### src/core/sasc_map.vh
// Constants for the swap and supervisor call execution block.
// Assumes a 32-bit instruction word in the usual condition/opcode layout.
`ifndef SASC_MAP_VH
`define SASC_MAP_VH
`define SASC_COND_HI 31
`define SASC_COND_LO 28
`define SASC_SWAP_MASK 32'h0FB00FF0
`define SASC_SWAP_PAT 32'h01000090
`define SASC_SVC_MASK 32'h0F000000
`define SASC_SVC_PAT 32'h0F000000
`define SASC_RET_MASK 32'h0FFFFFFF
`define SASC_RET_PAT 32'h01B0F00E
`define SASC_BYTE_BIT 22
`define SASC_BASE_LO 16
`define SASC_DEST_LO 12
`define SASC_SRC_LO 0
`define SASC_PC_REG 4'hF
`define SASC_MODE_SVC 5'h13
`define SASC_STAT_IRQ_BIT 7
`define SASC_VEC_SVC 32'h00000008
`define SASC_VEC_DABT 32'h00000010
`define SASC_MODE_ABT 5'h17
`define SASC_AR_IDLE 3'h0
`define SASC_AR_READ 3'h1
`define SASC_AR_WRITE 3'h2
`define SASC_AR_LOCK_READ 3'h5
`define SASC_AR_LOCK_WRITE 3'h6
`define SASC_SWAP_CYCLES 2
`define SASC_SVC_CYCLES 4
`endif

### src/core/sasc_exec.v
// Execution control for the atomic swap and supervisor call instructions.
// Assumes a single-cycle memory port and an issue stage that holds the
// instruction until done is high; condition codes arrive as cond_pass.
`timescale 1ns/1ns
`include "sasc_map.vh"

module sasc_exec #(
	parameter DW = 32
) (
	input wire clock,
	input wire rst,
	input wire instr_valid,
	input wire [31:0] instr,
	input wire [DW-1:0] instr_addr,
	input wire cond_pass,
	input wire [DW-1:0] base_value,
	input wire [DW-1:0] src_value,
	input wire [DW-1:0] status_in,
	input wire big_endian,
	input wire irq_request,
	input wire [DW-1:0] mem_rdata,
	input wire mem_abort,
	output reg busy,
	output reg done,
	output reg [DW-1:0] mem_addr,
	output reg [DW-1:0] mem_wdata,
	output reg mem_req,
	output reg mem_write,
	output reg mem_byte,
	output reg [2:0] access_result_code,
	output reg irq_hold,
	output reg rf_we,
	output reg [3:0] rf_waddr,
	output reg [DW-1:0] rf_wdata,
	output reg pc_load,
	output reg [DW-1:0] pc_value,
	output reg status_we,
	output reg [DW-1:0] status_out,
	output reg [DW-1:0] supervisor_link_register,
	output reg [DW-1:0] saved_status_supervisor,
	output reg irq_taken
);

	localparam S_IDLE = 3'h0;
	localparam S_SWRD = 3'h1;
	localparam S_SWWR = 3'h2;
	localparam S_SVC2 = 3'h3;
	localparam S_SVC3 = 3'h4;
	localparam S_SVC4 = 3'h5;

	function [DW-1:0] sasc_lane;
		input [DW-1:0] word;
		input [1:0] off;
		input be;
		reg [1:0] sel;
		begin
			sel = be ? ~off : off;
			sasc_lane = {{(DW-8){1'b0}}, word[sel*8 +: 8]};
		end
	endfunction

	function [DW-1:0] sasc_mode;
		input [DW-1:0] st;
		input [4:0] m;
		begin
			sasc_mode = {st[DW-1:8], 1'b1, st[6:5], m};
		end
	endfunction

	reg [2:0] state_reg;
	reg [2:0] state_next;
	reg [3:0] dest_reg;
	reg byte_reg;
	reg [DW-1:0] addr_reg;
	reg [DW-1:0] src_reg;
	reg [DW-1:0] ret_reg;
	reg [DW-1:0] stat_reg;

	wire is_swap = (instr & `SASC_SWAP_MASK) == `SASC_SWAP_PAT;
	// only bits 27:24 decide, the condition and comment fields are not looked at
	wire is_svc = (instr & `SASC_SVC_MASK) == `SASC_SVC_PAT;
	wire is_ret = (instr & `SASC_RET_MASK) == `SASC_RET_PAT;
	wire go = instr_valid && cond_pass && state_reg == S_IDLE;
	wire [1:0] lane = addr_reg[1:0];

	// Sequencing only; what each state drives is in the blocks below
	always @* begin
		state_next = state_reg;
		case (state_reg)
		S_IDLE: begin
			if (go && is_swap) begin
				state_next = S_SWRD;
			end else if (go && is_svc) begin
				state_next = S_SVC2;
			end
		end
		S_SWRD: begin
			// An aborted read goes straight back, no write follows
			if (mem_abort) begin
				state_next = S_IDLE;
			end else begin
				state_next = S_SWWR;
			end
		end
		S_SWWR: begin
			state_next = S_IDLE;
		end
		S_SVC2: begin
			state_next = S_SVC3;
		end
		S_SVC3: begin
			state_next = S_SVC4;
		end
		S_SVC4: begin
			state_next = S_IDLE;
		end
		default: begin
			state_next = S_IDLE;
		end
		endcase
	end

	// Interrupts are held off from take to completion, so a swap
	// can never be split between its read and its write
	always @(posedge clock or posedge rst) begin
		if (rst) begin
			irq_hold <= 1'b0;
			irq_taken <= 1'b0;
		end else begin
			irq_hold <= state_next != S_IDLE;
			irq_taken <= state_reg == S_IDLE && !instr_valid &&
				irq_request;
		end
	end

	// Operands are latched at the take edge, so equal source and
	// destination still writes the old register value to memory
	always @(posedge clock or posedge rst) begin
		if (rst) begin
			dest_reg <= 4'h0;
			byte_reg <= 1'b0;
			addr_reg <= {DW{1'b0}};
			src_reg <= {DW{1'b0}};
			ret_reg <= {DW{1'b0}};
			stat_reg <= {DW{1'b0}};
		end else if (go) begin
			src_reg <= src_value;
			addr_reg <= base_value;
			dest_reg <= instr[`SASC_DEST_LO +: 4];
			byte_reg <= instr[`SASC_BYTE_BIT];
			ret_reg <= instr_addr + {{(DW-3){1'b0}}, 3'h4};
			stat_reg <= status_in;
		end
	end

	// Destination writeback: the loaded value waits in rf_wdata and is
	// committed only once the write half has survived
	always @(posedge clock or posedge rst) begin
		if (rst) begin
			rf_we <= 1'b0;
			rf_waddr <= 4'h0;
			rf_wdata <= {DW{1'b0}};
		end else begin
			rf_we <= state_reg == S_SWWR && !mem_abort;
			if (state_reg == S_SWRD && !mem_abort) begin
				rf_wdata <= byte_reg ? sasc_lane(mem_rdata, lane,
					big_endian) : mem_rdata;
			end
			if (state_reg == S_SWWR && !mem_abort) begin
				rf_waddr <= dest_reg;
			end
		end
	end

	// Link and saved status are simply overwritten; nested calls lose
	// the older copies unless supervisor code saved them first
	always @(posedge clock or posedge rst) begin
		if (rst) begin
			supervisor_link_register <= {DW{1'b0}};
			saved_status_supervisor <= {DW{1'b0}};
		end else if (state_reg == S_SVC2) begin
			supervisor_link_register <= ret_reg;
			saved_status_supervisor <= stat_reg;
		end
	end

	always @(posedge clock or posedge rst) begin
		if (rst) begin
			state_reg <= S_IDLE;
			busy <= 1'b0;
			done <= 1'b0;
			mem_addr <= {DW{1'b0}};
			mem_wdata <= {DW{1'b0}};
			mem_req <= 1'b0;
			mem_write <= 1'b0;
			mem_byte <= 1'b0;
			access_result_code <= `SASC_AR_IDLE;
			pc_load <= 1'b0;
			pc_value <= {DW{1'b0}};
			status_we <= 1'b0;
			status_out <= {DW{1'b0}};
		end else begin
			state_reg <= state_next;
			done <= 1'b0;
			pc_load <= 1'b0;
			status_we <= 1'b0;
			mem_req <= 1'b0;
			mem_write <= 1'b0;
			access_result_code <= `SASC_AR_IDLE;
			case (state_reg)
			S_IDLE: begin
				busy <= 1'b0;
				if (go && is_swap) begin
					mem_addr <= base_value;
					mem_byte <= instr[`SASC_BYTE_BIT];
					mem_req <= 1'b1;
					access_result_code <= `SASC_AR_LOCK_READ;
					busy <= 1'b1;
				end else if (go && is_svc) begin
					busy <= 1'b1;
				end else if (go && is_ret) begin
					pc_load <= 1'b1;
					pc_value <= supervisor_link_register;
					status_we <= 1'b1;
					status_out <= saved_status_supervisor;
					done <= 1'b1;
				end else if (instr_valid) begin
					// Failed condition or other class: retire untouched
					done <= 1'b1;
				end
			end
			S_SWRD: begin
				if (mem_abort) begin
					// Write never issued, dest left alone
					pc_load <= 1'b1;
					pc_value <= `SASC_VEC_DABT;
					status_we <= 1'b1;
					status_out <= sasc_mode(status_in, `SASC_MODE_ABT);
					done <= 1'b1;
				end else begin
					mem_req <= 1'b1;
					mem_write <= 1'b1;
					mem_wdata <= byte_reg ? {4{src_reg[7:0]}} :
						src_reg;
					access_result_code <= `SASC_AR_LOCK_WRITE;
				end
			end
			S_SWWR: begin
				if (mem_abort) begin
					pc_load <= 1'b1;
					pc_value <= `SASC_VEC_DABT;
					status_we <= 1'b1;
					status_out <= sasc_mode(status_in, `SASC_MODE_ABT);
				end
				done <= 1'b1;
			end
			S_SVC2: begin
				busy <= 1'b1;
			end
			S_SVC3: begin
				status_we <= 1'b1;
				status_out <= sasc_mode(stat_reg, `SASC_MODE_SVC);
			end
			S_SVC4: begin
				// Vector load last, so the call spans its four cycles
				pc_load <= 1'b1;
				pc_value <= `SASC_VEC_SVC;
				done <= 1'b1;
			end
			default: begin
				busy <= 1'b0;
			end
			endcase
		end
	end

endmodule

### config.mk
export PLATFORM = sky130hd
export DESIGN_NAME = sasc_exec
export DESIGN_NICKNAME = d
export VERILOG_FILES = /design/src/core/sasc_exec.v
export VERILOG_INCLUDE_DIRS = /design/src /design/src/core
export SDC_FILE = /design/constraint.sdc
export NUM_CORES = 1
export LEC_CHECK = 0
export ABC_CLOCK_PERIOD_IN_PS = 14800
export BUFFER_PORTS_ARGS = -buffer_cell sky130_fd_sc_hd__buf_4
export CAP_MARGIN = 40
export CELL_PAD_IN_SITES_DETAIL_PLACEMENT = 1
export CELL_PAD_IN_SITES_GLOBAL_PLACEMENT = 1
export CORE_AREA = 2 2 197 199
export DETAILED_ROUTE_END_ITERATION = 7
export DIE_AREA = 0 0 199 201
export PLACE_DENSITY = 0.84
export SLEW_MARGIN = 20
export SYNTH_ARGS = -nofsm -noshare
export SYNTH_HDL_FRONTEND = slang
export SYNTH_SLANG_ARGS = --single-unit
### constraint.sdc
create_clock -name clock -period 14.8 [get_ports clock]
set_clock_uncertainty 0.2 [all_clocks]
set_input_delay 3.7 -clock clock [delete_from_list [all_inputs] [get_ports clock]]
set_output_delay 3.7 -clock clock [all_outputs]
set_load 0.01 [all_outputs]
==> flow_metrics.tcl <==
set metrics [dict create \
    path_max_fanout 33 \
    antenna_found_initial 2 \
    cts_setup_buffers 0 \
    cp_cell_sequence "buf_4 > nor4_1 > nand3_1 > o22ai_2 > nand3_4 > mux2_2" \
    synth_top_family_by_area "simple AND/OR/NAND/NOR gates" \
    syn_area_um2 14600 \
    power_density_nw_per_um2 139 \
    final_core_util_pct 51.9 \
    cap_violations 0 \
    vias 11800 \
    final_hold_viol_count 0 \
    route.detailed.drc 0 \
    synth_seq_area_share_pct 59.3 \
    worst_pin_slew_ns 0.879 \
    hold_buffers 0 \
    fin_crit_ns 5.71 \
    core-area_um2 38100 \
    wirelength_um 48300 \
    cts_root_buffer "clkbuf_16" \
    slew_viol_final 0 \
    post-route-period-util_pct 38.6 \
    initial_core_util_pct 38.2 \
    chipHeight_um 201 \
    max_stage_delay_ns 0.67 \
    fmax_ghz 0.175 \
    die_w_um 199 \
    cts_max_level 2 \
    ant_nets 0 \
    ys_async_sr_fraction_pct 100 \
    start_kind "input pin" \
    synth_edf_count 0 \
    wl_per_cell_um 20.8 \
    rows 72 \
    synth-main-ff-cell "dfrtp_1" \
    slowest_stage "nor4_1" \
    cp_num_buf_inv 1 \
    cts_tree "built" \
    grt_max_degree 96 \
    critPathRequiredTime_ns 15.03 \
    total_power_mw 2.74 \
    place_congestion 0.802 \
    layout_common_cells "buf_4 (454), nand2_1 (433), dfrtp_1 (344)" \
    status "finished, final reports clean" \
    ioPinCount 440 \
    cp-end-kind "register" \
    synth_warnings 0 \
    grt_pass1_wl_um 75400 \
    crit_arrival_ns 5.94 \
    syn_area_per_cell_um2 10.7 \
    grt_pass1_vias 13200 \
    cts.sinks 345 \
    post_cts_resized 0 \
    area_growth_pct 35.9 \
    synth_adder_area_share_pct 0.0860 \
    maxSlewHeadroom_pct 40.9 \
    hpwl_um 34000 \
    path_class "in -> reg" \
    grt.total_usage_pct 24.4 \
    setup_viol_count_final 0 \
    placed_area_um2 18400 \
    yosys.area_share.simple_pct 16.4 \
    vdd_drop_max_mv 0.0807 \
    synth_nets 1559 \
    clkTransAtPathRegs_ns 0.06 \
    die_area_um2 40000 \
    synth.distinct_cells 46 \
    yosys_register_bits 345 \
    numPortBuffers 435 \
    drive_above_1_share_pct 35.7 \
    layout_commonest_cell "buf_4" \
    total_leakage_power_nw 10.2 \
    synth_xor_area_share_pct 1.81 \
    critical_path.top_delay_family "simple AND/OR/NAND/NOR gates" \
    syn_inst 1359 \
    drtIter0Drc 523 \
    setup_tns_ns 0 \
    vias_per_cell 5.08 \
    clk_path_buf_depth 3 \
    grt_overflow_total 0 \
    synth_compound_area_share_pct 5.39 \
    hp-class "reg -> reg" \
    num-nets-final 1983 \
    drt_pass1_iterations 4 \
    cts_buffers 39 \
    final_cell_area_um2 19800 \
    rsz0062_at_grt "no" \
    synthMuxAreaShare_pct 13.5 \
    insertion_delay_ns 0.55 \
]
-- cell usage after synthesis (all sizes together) (9+ instances only) --
cell,n,area share [%]
nand2,433,11
dfrtp,345,59
mux2,102,7.9
o21ai,64,2.2
mux2i,63,4.3
clkbuf,56,1.4
nor2,45,1.2
inv,42,1.1
a31oi,30,1.3
a22oi,26,1.3
nand3b,25,1.3
buf,21,1.0
xor2,17,1.0
xnor2,13,0.78
nand3,12,0.50
a21oi,9,0.31
-- cell families (layout without fill, tap and decap cells) --
group | Yosys count | count (layout)
simple gates | 558 | 558
flops | 345 | 345
mux | 173 | 173
compound gates | 133 | 133
buf+inv | 119 | 569
xor+xnor | 30 | 30
fa+ha+maj | 1 | 1
other cells | 0 | 2
-- per-layer routing --
metal | global-route usage (%) | part of all wire (%)
met5 | 0 | 0
met4 | 11.6 | 4.6
met3 | 6.49 | 6.8
met2 | 42.5 | 50
met1 | 27.6 | 38
-- area by class of cell --
type | count | area (um^2)
fillers | 4202 | 18300
flip-flops and latches | 345 | 8630
multi-input cells | 895 | 5460
repair buffers | 460 | 3560
clock buffers | 57 | 1140
well taps | 518 | 648
inverters | 42 | 165
clock inverters | 10 | 164
diodes | 2 | 5.00
-- tightest hold or removal path: cells and delay by family (launching register included) --
| kind | cells | cell delay [ns] |
|---|---|---|
| DFF | 1 | 0.34 |
| and+or+nand+nor | 2 | 0.10 |
-- worst paths after layout --
path,start,end,slack (ns),cells past startpoint
worst max-delay path,instr[16],pc_value[3],9.09,6
worst min-delay path,dest_reg[0],dest_reg[0],0.27,2
worst max register to register,state_reg[0],pc_value[3],11.64,6
worst min register to register,dest_reg[0],dest_reg[0],0.27,2
max in group asynchronous,rst,ret_reg[30],9.30,7
min in group asynchronous,rst,mem_addr[13],2.94,2
-- through the flow --
stage                     instances  hold slack [ns]  worst slack, ns
after floorplan                1359            0.240             1.33
after global placement         2254            0.251             8.16
after detailed placement       2258            0.261             8.39
after CTS                      2325            0.274             8.98
after global routing           2328            0.300             8.95
final                          2329            0.270             9.09
-- power by group --
| group | total (mW) | internal [mW] | switching, mW | leakage (nW) |
|---|---|---|---|---|
| clock network | 0.996 | 0.605 | 0.391 | 0.640 |
| registers | 1.19 | 1.09 | 0.0967 | 4.50 |
| logic | 0.559 | 0.269 | 0.290 | 5.08 |
Note: power is estimated with default switching activity, not from simulation.
